File: src/logic/tci_pkg.sv
// tci_pkg: constants for the timer clock and signal interconnect block.
// assumes an axi4-lite master on mclk and three timer units beside it.
// Notes on behaviour
// - each timer counts on none, bus, fixed or external clock per its 2-bit source code.
// - the first serial transmit output can be modulated by the first timer's channel 0 pwm.
// - a set receive capture bit routes the first serial receive line to first timer channel 1.
// - a set comparator capture bit feeds the first comparator into channel 0 of the second timer.
// - a set counter capture bit routes the counter overflow to second timer channel 1.
// - third timer sync triggers are the comparator, first timer channel 0 and a software pulse.
// - third timer faults are the comparator, port a bit six, port a bit seven and a dead zero.
// - all sources of one timer merge into one request; software reads that timer's status.
package tci_pkg;
  // register byte offsets
  localparam logic [7:0] OFS_OPTIONS = 8'h00;
  localparam logic [7:0] OFS_CLKSEL = 8'h04;
  localparam logic [7:0] OFS_IRQ_STATUS = 8'h08;
  localparam logic [7:0] OFS_IRQ_ENABLE = 8'h0C;
  localparam logic [7:0] OFS_IRQ_CLEAR = 8'h10;
  localparam logic [7:0] OFS_LIVE = 8'h14;
  // option register fields
  localparam int BIT_RXCAP = 0;
  localparam int BIT_CMPCAP = 1;
  localparam int BIT_RTCCAP = 2;
  localparam int BIT_TXMOD = 3;
  localparam int BIT_SYNC = 4;
  localparam int OPT_W = 4;
  localparam logic [OPT_W-1:0] OPT_RESET = 4'h0;
  // clock select fields: two bits per timer
  localparam int CLK_POS_A = 0;
  localparam int CLK_POS_B = 2;
  localparam int CLK_POS_C = 4;
  localparam logic [5:0] CLKSEL_RESET = 6'h00;
  localparam logic [1:0] SRC_NONE = 2'h0;
  localparam logic [1:0] SRC_BUS = 2'h1;
  localparam logic [1:0] SRC_FIXED = 2'h2;
  localparam logic [1:0] SRC_EXT = 2'h3;
  // interrupt status bits: one per merged timer request
  localparam int NUM_TIMERS = 3;
  localparam logic [NUM_TIMERS-1:0] IRQ_RESET = 3'h0;
  // axi responses
  localparam logic [1:0] RESP_OKAY = 2'h0;
  localparam logic [1:0] RESP_SLVERR = 2'h2;
  typedef enum logic [2:0] {
    WR_IDLE = 3'b001,
    WR_TAKE = 3'b010,
    WR_RESP = 3'b100
  } tci_wr_type;
endpackage

File: src/logic/tci_sync_if.sv
// tci_sync_if: bundle of synchroniser inputs and outputs.
// assumes one clock domain, mclk.
`timescale 1ns/1ps
interface tci_sync_if;
  logic [6:0] raw;
  logic [6:0] clean;
  modport syncer (input raw, output clean);
  modport user (output raw, input clean);
endinterface

File: src/logic/tci_sync.sv
// tci_sync: two-flop synchroniser for pin-side levels.
// assumes inputs asynchronous to mclk; first stage read only by second.
`timescale 1ns/1ps
module tci_sync (
  input wire logic mclk,
  input wire logic rst_n,
  tci_sync_if.syncer port
);
  logic [6:0] meta_r;
  logic [6:0] meta_nxt;
  logic [6:0] clean_r;
  logic [6:0] clean_nxt;

  // next values are just the shift
  always_comb begin
    meta_nxt = port.raw;
    clean_nxt = meta_r;
  end

  always_ff @(posedge mclk or negedge rst_n) begin
    if (!rst_n) begin
      meta_r <= 7'h00;
      clean_r <= 7'h00;
    end else begin
      meta_r <= meta_nxt;
      clean_r <= clean_nxt;
    end
  end

  assign port.clean = clean_r;
endmodule

File: src/logic/tci_top.sv
// tci_top: clock select, capture routing, sync/fault routing and
// interrupt merge for three timer units, with an axi4-lite register port.
// assumes the timer-side signals are on mclk except the listed pins.
`timescale 1ns/1ps
module tci_top (
  input wire logic mclk,
  input wire logic rst_n,
  // axi4-lite slave
  input wire logic [7:0] awaddr,
  input wire logic awvalid,
  output logic awready,
  input wire logic [31:0] wdata,
  input wire logic [3:0] wstrb,
  input wire logic wvalid,
  output logic wready,
  output logic [1:0] bresp,
  output logic bvalid,
  input wire logic bready,
  input wire logic [7:0] araddr,
  input wire logic arvalid,
  output logic arready,
  output logic [31:0] rdata,
  output logic [1:0] rresp,
  output logic rvalid,
  input wire logic rready,
  // clock candidates, as enables on mclk
  input wire logic fixedFrequencyClock,
  input wire logic extClockPinA,
  input wire logic extClockPinB,
  input wire logic extClockPinC,
  output logic [2:0] timerCountTick,
  // serial port and pins
  input wire logic serialATransmit,
  output logic serialATxPin,
  input wire logic serialAReceive,
  input wire logic portABitSix,
  input wire logic portABitSeven,
  input wire logic captureAPin1,
  input wire logic captureBPin0,
  input wire logic captureBPin1,
  // on-chip sources, on mclk
  input wire logic analogComparatorA,
  input wire logic counterOverflow,
  input wire logic timerAPwm0,
  input wire logic [2:0] timerIrqSrcA,
  input wire logic [1:0] timerIrqSrcB,
  input wire logic [7:0] timerIrqSrcC,
  // routed timer inputs
  output logic timerACapture1,
  output logic timerBCapture0,
  output logic timerBCapture1,
  output logic [2:0] timerCSyncTrigger,
  output logic [3:0] timerCFault,
  output logic [2:0] timerIrqReq,
  output logic irq
);
  logic [tci_pkg::OPT_W-1:0] opt_r;
  logic [tci_pkg::OPT_W-1:0] opt_nxt;
  logic syncPulse_r;
  logic syncPulse_nxt;
  logic [5:0] clkSel_r;
  logic [5:0] clkSel_nxt;
  logic [2:0] irqStat_r;
  logic [2:0] irqStat_nxt;
  logic [2:0] irqEn_r;
  logic [2:0] irqEn_nxt;
  tci_pkg::tci_wr_type wrState_r;
  tci_pkg::tci_wr_type wrState_nxt;
  logic [7:0] wAddr_r;
  logic [7:0] wAddr_nxt;
  logic [31:0] wData_r;
  logic [31:0] wData_nxt;
  logic [3:0] wStrb_r;
  logic [3:0] wStrb_nxt;
  logic haveAddr_r;
  logic haveAddr_nxt;
  logic haveData_r;
  logic haveData_nxt;
  logic [1:0] bresp_r;
  logic [1:0] bresp_nxt;
  logic rvalid_r;
  logic rvalid_nxt;
  logic [31:0] rdata_r;
  logic [31:0] rdata_nxt;
  logic [1:0] rresp_r;
  logic [1:0] rresp_nxt;
  logic [2:0] tick_r;
  logic [2:0] tick_nxt;
  logic [9:0] route_r;
  logic [9:0] route_nxt;
  logic [2:0] merged;
  logic doWrite;
  tci_sync_if pins ();

  // pin-side inputs except captureBPin0 and captureBPin1 pass two flops before any use
  assign pins.raw = {portABitSeven, portABitSix, extClockPinC, extClockPinB, extClockPinA,
    serialAReceive, captureAPin1};
  tci_sync u_sync (
    .mclk(mclk),
    .rst_n(rst_n),
    .port(pins)
  );

  // pick one count enable from a 2-bit source code
  function automatic logic pick_clock(input logic [1:0] code, input logic ext);
    case (code)
      tci_pkg::SRC_BUS: pick_clock = 1'b1;
      tci_pkg::SRC_FIXED: pick_clock = fixedFrequencyClock;
      tci_pkg::SRC_EXT: pick_clock = ext;
      default: pick_clock = 1'b0;
    endcase
  endfunction

  // is a byte address write-mapped
  function automatic logic wr_mapped(input logic [7:0] a);
    wr_mapped = (a == tci_pkg::OFS_OPTIONS) || (a == tci_pkg::OFS_CLKSEL) ||
      (a == tci_pkg::OFS_IRQ_ENABLE) || (a == tci_pkg::OFS_IRQ_CLEAR);
  endfunction

  // write channel: address and data taken in either order
  always_comb begin
    wrState_nxt = wrState_r;
    wAddr_nxt = wAddr_r;
    wData_nxt = wData_r;
    wStrb_nxt = wStrb_r;
    haveAddr_nxt = haveAddr_r;
    haveData_nxt = haveData_r;
    bresp_nxt = bresp_r;
    doWrite = 1'b0;
    case (wrState_r)
      tci_pkg::WR_IDLE: begin
        if (awvalid && !haveAddr_r) begin
          wAddr_nxt = awaddr;
          haveAddr_nxt = 1'b1;
        end
        if (wvalid && !haveData_r) begin
          wData_nxt = wdata;
          wStrb_nxt = wstrb;
          haveData_nxt = 1'b1;
        end
        if (haveAddr_nxt && haveData_nxt) begin
          wrState_nxt = tci_pkg::WR_TAKE;
        end
      end
      tci_pkg::WR_TAKE: begin
        doWrite = 1'b1;
        bresp_nxt = wr_mapped(wAddr_r) ? tci_pkg::RESP_OKAY : tci_pkg::RESP_SLVERR;
        wrState_nxt = tci_pkg::WR_RESP;
      end
      tci_pkg::WR_RESP: begin
        if (bready) begin
          haveAddr_nxt = 1'b0;
          haveData_nxt = 1'b0;
          wrState_nxt = tci_pkg::WR_IDLE;
        end
      end
      default: wrState_nxt = tci_pkg::WR_IDLE;
    endcase
  end

  assign awready = (wrState_r == tci_pkg::WR_IDLE) && !haveAddr_r;
  assign wready = (wrState_r == tci_pkg::WR_IDLE) && !haveData_r;
  assign bvalid = (wrState_r == tci_pkg::WR_RESP);
  assign bresp = bresp_r;

  // registers written by software; only byte lane 0 carries fields
  always_comb begin
    opt_nxt = opt_r;
    clkSel_nxt = clkSel_r;
    irqEn_nxt = irqEn_r;
    syncPulse_nxt = 1'b0;
    irqStat_nxt = irqStat_r;
    if (doWrite && wStrb_r[0]) begin
      if (wAddr_r == tci_pkg::OFS_OPTIONS) begin
        opt_nxt = wData_r[tci_pkg::OPT_W-1:0];
        syncPulse_nxt = wData_r[tci_pkg::BIT_SYNC]; // self-clearing
      end else if (wAddr_r == tci_pkg::OFS_CLKSEL) begin
        clkSel_nxt = wData_r[5:0];
      end else if (wAddr_r == tci_pkg::OFS_IRQ_ENABLE) begin
        irqEn_nxt = wData_r[2:0];
      end else if (wAddr_r == tci_pkg::OFS_IRQ_CLEAR) begin
        irqStat_nxt = irqStat_r & ~wData_r[2:0];
      end
    end
    // a new event wins over a clear in the same cycle
    irqStat_nxt = irqStat_nxt | merged;
  end

  always_ff @(posedge mclk or negedge rst_n) begin
    if (!rst_n) begin
      wrState_r <= tci_pkg::WR_IDLE;
      wAddr_r <= 8'h00;
      wData_r <= 32'h00000000;
      wStrb_r <= 4'h0;
      haveAddr_r <= 1'b0;
      haveData_r <= 1'b0;
      bresp_r <= tci_pkg::RESP_OKAY;
      opt_r <= tci_pkg::OPT_RESET;
      syncPulse_r <= 1'b0;
      clkSel_r <= tci_pkg::CLKSEL_RESET;
      irqEn_r <= tci_pkg::IRQ_RESET;
      irqStat_r <= tci_pkg::IRQ_RESET;
    end else begin
      wrState_r <= wrState_nxt;
      wAddr_r <= wAddr_nxt;
      wData_r <= wData_nxt;
      wStrb_r <= wStrb_nxt;
      haveAddr_r <= haveAddr_nxt;
      haveData_r <= haveData_nxt;
      bresp_r <= bresp_nxt;
      opt_r <= opt_nxt;
      syncPulse_r <= syncPulse_nxt;
      clkSel_r <= clkSel_nxt;
      irqEn_r <= irqEn_nxt;
      irqStat_r <= irqStat_nxt;
    end
  end

  // read channel: one-cycle answer, rvalid held until rready
  always_comb begin
    rvalid_nxt = rvalid_r;
    rdata_nxt = rdata_r;
    rresp_nxt = rresp_r;
    if (rvalid_r) begin
      if (rready) begin
        rvalid_nxt = 1'b0;
      end
    end else if (arvalid) begin
      rvalid_nxt = 1'b1;
      rresp_nxt = tci_pkg::RESP_OKAY;
      rdata_nxt = 32'h00000000;
      if (araddr == tci_pkg::OFS_OPTIONS) begin
        rdata_nxt[tci_pkg::OPT_W-1:0] = opt_r; // sync bit reads zero
      end else if (araddr == tci_pkg::OFS_CLKSEL) begin
        rdata_nxt[5:0] = clkSel_r;
      end else if (araddr == tci_pkg::OFS_IRQ_STATUS) begin
        rdata_nxt[2:0] = irqStat_r;
      end else if (araddr == tci_pkg::OFS_IRQ_ENABLE) begin
        rdata_nxt[2:0] = irqEn_r;
      end else if (araddr == tci_pkg::OFS_IRQ_CLEAR) begin
        rdata_nxt = 32'h00000000; // write-only
      end else if (araddr == tci_pkg::OFS_LIVE) begin
        rdata_nxt[2:0] = merged;
      end else begin
        rresp_nxt = tci_pkg::RESP_SLVERR;
      end
    end
  end

  always_ff @(posedge mclk or negedge rst_n) begin
    if (!rst_n) begin
      rvalid_r <= 1'b0;
      rdata_r <= 32'h00000000;
      rresp_r <= tci_pkg::RESP_OKAY;
    end else begin
      rvalid_r <= rvalid_nxt;
      rdata_r <= rdata_nxt;
      rresp_r <= rresp_nxt;
    end
  end

  assign arready = !rvalid_r;
  assign rvalid = rvalid_r;
  assign rdata = rdata_r;
  assign rresp = rresp_r;

  // per-timer count enables; code 00 leaves the counter stopped
  always_comb begin
    tick_nxt[0] = pick_clock(clkSel_r[tci_pkg::CLK_POS_A +: 2], pins.clean[2]);
    // small packages have no b/c pins; software avoids code 11 there
    tick_nxt[1] = pick_clock(clkSel_r[tci_pkg::CLK_POS_B +: 2], pins.clean[3]);
    tick_nxt[2] = pick_clock(clkSel_r[tci_pkg::CLK_POS_C +: 2], pins.clean[4]);
  end

  // routed signals, registered so every routed output leaves a flop
  always_comb begin
    route_nxt[0] = opt_r[tci_pkg::BIT_TXMOD] ? (serialATransmit & timerAPwm0)
      : serialATransmit;
    route_nxt[1] = opt_r[tci_pkg::BIT_RXCAP] ? pins.clean[1] : pins.clean[0];
    route_nxt[2] = opt_r[tci_pkg::BIT_CMPCAP] ? analogComparatorA : captureBPin0;
    route_nxt[3] = opt_r[tci_pkg::BIT_RTCCAP] ? counterOverflow : captureBPin1;
    route_nxt[4] = analogComparatorA;
    route_nxt[5] = timerAPwm0;
    route_nxt[6] = syncPulse_r;
    route_nxt[7] = analogComparatorA;
    route_nxt[8] = pins.clean[5];
    route_nxt[9] = pins.clean[6];
  end

  always_ff @(posedge mclk or negedge rst_n) begin
    if (!rst_n) begin
      tick_r <= 3'h0;
      route_r <= 10'h000;
    end else begin
      tick_r <= tick_nxt;
      route_r <= route_nxt;
    end
  end

  // one request line per timer, any source fires it
  assign merged = {|timerIrqSrcC, |timerIrqSrcB, |timerIrqSrcA};

  assign timerCountTick = tick_r;
  assign serialATxPin = route_r[0];
  assign timerACapture1 = route_r[1];
  assign timerBCapture0 = route_r[2];
  assign timerBCapture1 = route_r[3];
  assign timerCSyncTrigger = route_r[6:4];
  assign timerCFault = {1'b0, route_r[9:7]}; // fault 3 held inactive
  assign timerIrqReq = merged;
  assign irq = |(irqStat_r & irqEn_r);
endmodule

File: config.mk
export PLATFORM = sky130hd
export DESIGN_NAME = tci_top
export DESIGN_NICKNAME = d
export VERILOG_FILES = /design/src/logic/tci_pkg.sv /design/src/logic/tci_sync_if.sv /design/src/logic/tci_sync.sv /design/src/logic/tci_top.sv
export SDC_FILE = /design/constraint.sdc
export NUM_CORES = 1
export LEC_CHECK = 0
export ABC_AREA = 1
export BUFFER_PORTS_ARGS = -buffer_cell sky130_fd_sc_hd__buf_4
export CAP_MARGIN = 20
export CORE_ASPECT_RATIO = 0.9
export CORE_UTILIZATION = 47
export CTS_CLUSTER_SIZE = 14
export DETAILED_ROUTE_END_ITERATION = 16
export PLACE_DENSITY = 0.77
export SLEW_MARGIN = 30
export SYNTH_ARGS = -nofsm -noshare
export SYNTH_HDL_FRONTEND = slang
export SYNTH_SLANG_ARGS = --single-unit
File: constraint.sdc
create_clock -name mclk -period 1.6 [get_ports mclk]
set_input_delay 0.08 -clock mclk [delete_from_list [all_inputs] [get_ports mclk]]
set_output_delay 0.08 -clock mclk [all_outputs]
set_load 0.05 [all_outputs]
== Word level (Yosys, flattened, before mapping) ==
Index checks and enable logic that the tools add are counted.
Word-level totals
  ROM bits: 0
  logic and storage cells: 118
  memories kept: 0
  register bits: 101
  latch bits: 0
  bits of input ports: 86
  bits in writable memories: 0
Cells by class
  reductions and logical operators: 27
  multiplexer cells: 42
  add/sub/neg operators: 0
  multiply operators: 0
  div/mod/pow operators: 0
  shift-type cells: 0
  magnitude comparators: 0
  bitwise gates (word level): 8
  equal/unequal tests: 22
Operators by type and width (number)
  $mux W3: 11
  $eq A8 B4 Y1 const B: 3
  $eq A8 B5 Y1 const B: 3
  $eq A8 B3 Y1 const B: 2
  $logic_not A8 Y1: 2
  $mux W2: 8
  $mux W1: 15
  $eq A2 B2 Y1 const B: 6
  $reduce_and A2 Y1: 6
  $pmux W1 S3: 3
  $pmux W3 S3: 1
  $reduce_or A8 Y1: 1
  $and A3 B3 Y3: 2
  $eq A2 B1 Y1 const B: 3
  $logic_and A1 B1 Y1: 6
  $mux W6: 1
  $reduce_or A3 Y1: 2
  $mux W4: 1
  $pmux W1 S2: 2
  $reduce_and A4 Y1: 1
  $eq A3 B1 Y1 const B: 1
  $eq A3 B2 Y1 const B: 1
  $eq A3 B3 Y1 const B: 1
  $logic_not A1 Y1: 3
  other kinds (10): 14

== Logic depth before layout (Yosys ltp) ==
Gate-level depths: netlist of the first run.
  depth after elaboration: 8
  depth in mapped cells: 9
  mapped depth without buffers: 9

== Modules after synthesis ==
A second synthesis of the first run with hierarchy kept.
Unflattened totals
  cells, all modules: 360
  area total of the unflattened synthesis: 3249.4 sq um
Modules (own cells, without submodules)
  tci_top: sequential area each 1452.6 sq um, area each 2899.0 sq um, cells each 346, instances 1
  tci_sync: sequential area each 350.3 sq um, area each 350.3 sq um, cells each 14, instances 1

== Worst setup path before layout of the first run ==
OpenSTA, ideal clock, no wires.
  kind: reg-to-reg
  from: register wrState_r[0]
  to: register wrState_r[1]
  path buffers: 0
  stages on the path, launching flop included: 5
  setup time: 0.117 ns
  clock period less this slack: 2.077 ns
  path slack: -0.477 ns
  data required time: 1.483 ns
  arrival: 1.960 ns
  path through: dfstp_2 > nor3_1 > nand2_1 > nand3_1 > inv_1
On the way
  longest elaborated chain between the ends: 3
RTL lines
  from (decl): RTL line tci_top.sv:67  | tci_pkg::tci_wr_type wrState_r;
  from (signal assigned): RTL line tci_top.sv:191  | wrState_r <= tci_pkg::WR_IDLE;
  from (signal assigned): RTL line tci_top.sv:204  | wrState_r <= wrState_nxt;
  $eq A3 B3 Y1 *
  net bvalid: RTL line tci_top.sv:17  | output logic bvalid,
  $ne A2 B1 Y1 (no line)
  $reduce_and A2 Y1 (no line)
The timed path passes the listed nets; every way through them passes the cells marked *.
A chain may end at the register's enable or synchronous reset.

== Worst setup path after layout of the first run ==
  from: register wAddr_r[7]
  to: register clkSel_r[0]
On the way
  longest elaborated chain between the ends: 3
RTL lines
  from (decl): RTL line tci_top.sv:69  | logic [7:0] wAddr_r;
  from (signal assigned): RTL line tci_top.sv:205  | wAddr_r <= wAddr_nxt;
  $logic_not A8 Y1: RTL line tci_top.sv:174  | if (wAddr_r == tci_pkg::OFS_OPTIONS) begin
  $not A1 Y1 (no line)
  $reduce_and A3 Y1 (no line) *
  to (signal assigned): RTL line tci_top.sv:200  | clkSel_r <= tci_pkg::CLKSEL_RESET;
  to (signal assigned): RTL line tci_top.sv:213  | clkSel_r <= clkSel_nxt;
  to (decl): RTL line tci_top.sv:61  | logic [5:0] clkSel_r;
Mark *: on every way between the ends. The rest lies on a longest branch, timed or not.

==> impl_results.md, run 1 <==
- P per Cell Area: 1270 mW/mm2
- Drt pass-1 iters: 4
- Largest area contributor in the netlist: dfrtp_1
- Area after DPL: 0.00389 mm2
- Rows: 28
- Inst Count DP: 527
- Ports: 145
- Final Cycle Share: 0.938
- Ant diodes: 0
- Synthesized cell area: 0.00322 mm2
- Total GRT Usage: 0.206
- Min Hold Slack: 3.91 ps
- Number of global-route vias before repair: 2,550
- Detailed Place HPWL: 4.85 mm
- Post-synth top cells: 75 x nand2_1, 71 x dfrtp_1, 43 x inv_1
- Initial Util: 0.488
- Synth Area in Simple Gates: 0.202
- GRT overflow: 0
- R2r worst-path depth: 9
- Core footprint: 0.00659 mm2
- Area Overhead vs Synth: 38.9%
- Post-synthesis adder-cell area fraction: 0
- Max FO, Critical Path: 11
- Setup violators final: 0
- Status: finished clean
- Syn Inst Count: 350
- Die Ht: 80.5 um
- CTS sink cnt: 72
- Hold Crit Class: input pin to flop
- Post-synthesis sequential area ratio: 0.561
- DIE AREA: 0.00718 mm2
- GP Congestion: 0.801
- Fin crit period: 1500 ps
- ANT nets after route: 0
- CTS root buffer: clkbuf_8
- Share of cells above drive strength 1: 0.290
- Compound-Gate Fraction of Synth Area: 0.0743
- Post-synth EDFFs: 0
- Worst Skew: 7.37 ps
- Synth async-reset ratio: 1.00
- 1st-iter DRT viols: 132
- Mean Syn Cell Area: 9.19 um2
- Critical Path AT: 1730 ps
- Synth top area cells: dfrtp_1 55%, nand2_1 8.8%, buf_4 7.0%
- Synth Register Bits: 72
- Startpoint types: flop
- Cell area after layout: 0.00447 mm2
- Synth Flop Type: dfrtp_1
- H-Tree Depth: 3
- Final Hold Viols: 0
- Leak Pwr: 2.32 nW
- Layout net count: 567
- Post-Synth XOR/XNOR Area: 0
- Post-synthesis cell type count: 28
- Via density: 4.62
- Largest family of logic cells by synthesized area: simple AND/OR/NAND/NOR gates
- Max Freq: 667 MHz
- Fin cells: 576
- WL/cell: 12.0 um
- Worst path required time: 1830 ps
- CTS buffer count: 9
- Vias post-DR: 2,659
- Clock tree buffer depth: 2
- Crit. End Element: flop
- Chip width: 89.2 um
- Top cell type's share of synthesized area: 0.553
- Buffers on Ports: 86
- Worst-Skew Late Latency: 340 ps
- CTS tree: built
- Hold Path Cell Cnt: 3
- First-pass GRT wire length: 11.2 mm
- Ys Warns: 0
- DRC viols: 0
- DRT Wirelength: 6.92 mm
- Max-cap violations: 0
- Mux cell area share after synthesis: 0.0327
- Clock slew at reported path FFs: 70 ps
- Crit Path Class: flop to flop
- Largest net degree at the start of global routing: 37
- Max VDD drop: 1.38 mV
- Top-count cell post-synth: nand2_1
- Initial antenna violation count: 0
- Max-slew violations: 0
==> logic make-up (layout without fill, tap and decap cells) <==
group	count (synthesis)	in the layout
flops	72	72
buf+inv	76	184
simple gates	152	152
other cells	1	29
mux	8	8
compound gates	41	41
==> worst paths after layout <==
kind / from / end / slack (ps)
worst min-delay path: awaddr[5] / wAddr_r[5] / 4
worst min register to register: u_sync.clean_nxt[3] / u_sync.port.clean[3] / 350
max in group asynchronous: rst_n / irqEn_r[1] / 800
min in group asynchronous: rst_n / route_r[0] / 230
worst max register to register: wAddr_r[7] / clkSel_r[0] / 100
worst max-delay path: wAddr_r[7] / clkSel_r[0] / 100
==> flip-flops by register name, indices dropped and copies added (netlist names), 4 cells and up <==
signal             cells
route_r                9
wAddr_r                8
u_sync.clean_nxt       7
u_sync.port.clean      7
clkSel_r               6
rdata                  6
wData_r                6
opt_r                  4
==> layer usage <==
| metal | track usage | share of wire | vias up | wire (um) |
|---|---|---|---|---|
| li1 | - | - | 1301 | - |
| met1 | 0.228 | 0.39 | 1260 | 2720 |
| met2 | 0.382 | 0.54 | 85 | 3720 |
| met3 | 0.0565 | 0.056 | 13 | 388 |
| met4 | 0.0556 | 0.014 | 0 | 95 |
| met5 | 0 | 0 | - | 0 |
==> where the power goes <==
part	internal [mW]	switching [mW]	total (mW)
clock	0.921	0.646	1.57
combinational	0.620	1.09	1.71
sequential	2.15	0.224	2.38
total	3.69	1.96	5.66
==> layout by cell type (no fill, tap or decap), drive strengths merged, types with 3 or more instances in the layout <==
master       count
a21oi           15
nand2           76
dfrtp           71
clkbuf          11
conb            29
buf             93
o21bai           3
o21ai           20
nor3             4
nor2            45
mux2             8
inv             43
nand3           22
dlygate4sd3     32
==> stage by stage <==
| stage | worst slack (ps) | utilization | TNS (ps) | power, mW |
|---|---|---|---|---|
| after floorplan | -33.8 | - | -135 | 3.61 |
| after global placement | 176 | 0.591 | 0 | 3.95 |
| after detailed placement | 87.4 | 0.591 | 0 | 4.02 |
| after CTS | 69.3 | 0.673 | 0 | 5.65 |
| after global routing | -30.6 | 0.678 | -68.3 | 5.99 |
| final | 99.7 | 0.678 | 0 | 5.66 |
==> worst max-delay path, stage by stage, from the launching register on <==
cell     delay (ps)
dfrtp_1         400
nor2_2          120
nand2_2          90
nor2_2          120
nand3_2          90
nor2_2          160
nand2_1          60
buf_4           180
nand2_1         100
o21ai_2          60
==> final cells by class <==
class	count	area, um2
Clock buffer	11	141
Clock inverter	5	78.8
Fill cell	535	2120
Inverter	43	165
Multi-Input combinational cell	230	1150
Sequential cell	72	1800
Tap cell	90	113
Timing Repair Buffer	125	1020
==> what timing repair did <==
action / 4_1_cts / 5_1_grt
setup buffers: 0 / 1
endpoints found under the hold margin: 61 / 0
endpoints found under the setup margin: 0 / 12
hold buffers: 32 / 0
resized for setup: 0 / 7
Note: power is estimated with default switching activity, not from simulation.
==> run 2: changes to the inputs <==
Settings changed: CORE_UTILIZATION 47 to 45, PLACE_DENSITY 0.77 to 0.74, SLEW_MARGIN 30 to 10.
==> run 2 against run 1 <==
Compared with the run above:
- register-to-register slack improved by 30 ps
- final cell count is 0.35% lower
- power increased by 1.8%
- largest cell class unchanged
- combinational power about the same
- sequential share of layout area is 0.079 points higher
==> impl_results.md, run 2 (same netlist as run 1, synthesis figures left out) <==
- Setup violators final: 0
- CTS root buffer: clkbuf_8
- Leak Pwr: 2.32 nW
- Buffers on Ports: 86
- P per Cell Area: 1290 mW/mm2
- Max-cap violations: 0
- Crit. End Element: flop
- Comb power frac: 0.295
- Ports: 145
- Status: finished clean
- Vias post-DR: 2,603
- Hold Crit Class: input pin to flop
- Final Hold Viols: 0
- Worst Skew: 5.02 ps
- Fin crit period: 1470 ps
- Startpoint types: flop
- Final worst slack: 128 ps
- Via density: 4.53
- Core footprint: 0.00673 mm2
- Final Cycle Share: 0.920
- CTS buffer count: 9
- 1st-iter DRT viols: 89
- Clock slew at reported path FFs: 70 ps
- CTS sink cnt: 72
- Max FO, Critical Path: 11
- Max reg flops: 9
- Flop pwr share: 0.411
- H-Tree Depth: 3
- Switching pwr: 1.95 mW
- CTS tree: built
- Critical Path AT: 1700 ps
- Max VDD drop: 1.29 mV
- Hold Path Cell Cnt: 3
- Detailed Place HPWL: 4.72 mm
- RSZ-0062 raised after global routing: false
- Max Freq: 679 MHz
- Utilization after layout: 0.663
- Most common cell after layout, fill and taps aside: buf_4
- Layout net count: 565
- Biggest register: route_r
- DIE AREA: 0.00749 mm2
- Dpl ws: 83.6 ps
- Total GRT Usage: 0.187
- Rows: 28
- WL/cell: 11.4 um
- Min Hold Slack: 11.5 ps
- Area Overhead vs Synth: 38.6%
- Largest regs: route_r (9), wAddr_r (8)
- Largest net degree at the start of global routing: 41
- Die Ht: 82.2 um
- DRC viols: 0
- Worst-Skew Late Latency: 340 ps
- Number of global-route vias before repair: 2,573
- GRT overflow: 0
- Clock tree buffer depth: 2
- ANT nets after route: 0
- Initial Util: 0.478
- Part of the power in the clock network: 0.294
- Internal power: 3.80 mW
- Worst path required time: 1830 ps
- GP Congestion: 0.768
- DRT Wirelength: 6.57 mm
- Drt pass-1 iters: 4
- Most frequent cells in the layout: 92 x buf_4, 73 x nand2_1, 70 x dfrtp_1
- Ant diodes: 0
- Crit Path Class: flop to flop
- Max-slew violations: 0
- Share of cells above drive strength 1: 0.283
- Chip width: 91.1 um
- R2r worst-path depth: 4
- Sw frac: 0.340
- Initial antenna violation count: 0
- First-pass GRT wire length: 11.0 mm
-- run 2: area by class of cell --
type | instances | area (um2)
clock buffer | 9 | 124
clock inverter | 7 | 120
fill | 541 | 2270
inverter | 43 | 165
multi-input combinational | 230 | 1130
sequential | 72 | 1800
tap | 90 | 113
timing repair buffer | 123 | 1000
-- run 2: path summary, 6_finish.rpt --
kind                       slack, ps                    to                start
hold reg to reg                  350  u_sync.port.clean[6]  u_sync.clean_nxt[6]
min in group asynchronous        250              rdata[5]                rst_n
setup / recovery                 130            wAddr_r[2]         wrState_r[0]
hold / removal                    10            wData_r[4]             wdata[4]
max in group asynchronous        760          wrState_r[0]                rst_n
setup reg to reg                 130            wAddr_r[2]         wrState_r[0]
-- run 2: metal layers --
| metal | global-route usage | wire [um] |
|---|---|---|
| met5 | 0 | 0 |
| met4 | 0.0476 | 56 |
| met3 | 0.0668 | 421 |
| met2 | 0.343 | 3420 |
| met1 | 0.210 | 2670 |
-- run 2: worst max-delay path, cell delays in order (launching register included) --
cell and delay [ps]:
dfstp_2 580, nand3_4 140, nor2_4 130, nand2_2 170, mux2_4 340
-- run 2: power by group through the flow --
stage	clock (mW)	sequential, mW	combinational (mW)
final	1.69	2.37	1.70
after global routing	1.82	2.41	1.85
after CTS	1.74	2.36	1.69
after detailed placement	0	2.39	1.62
after global placement	0	2.38	1.58
after floorplan	0	2.53	1.08
-- run 2: what timing repair did --
action	CTS	global route
endpoints found under the setup margin	0	9
gates resized for setup	0	3
setup buffers	0	0
hold endpoints to repair	65	0
hold buffers	31	0
-- run 2: metrics by stage --
step	instance area [um2]	setup TNS (ps)	instances	total power, mW
after floorplan	3340	-135	378	3.61
after global placement	3890	0	527	3.96
after detailed placement	3890	0	527	4.01
after CTS	4450	0	574	5.78
after global routing	4460	0	574	6.07
final	4460	0	574	5.76
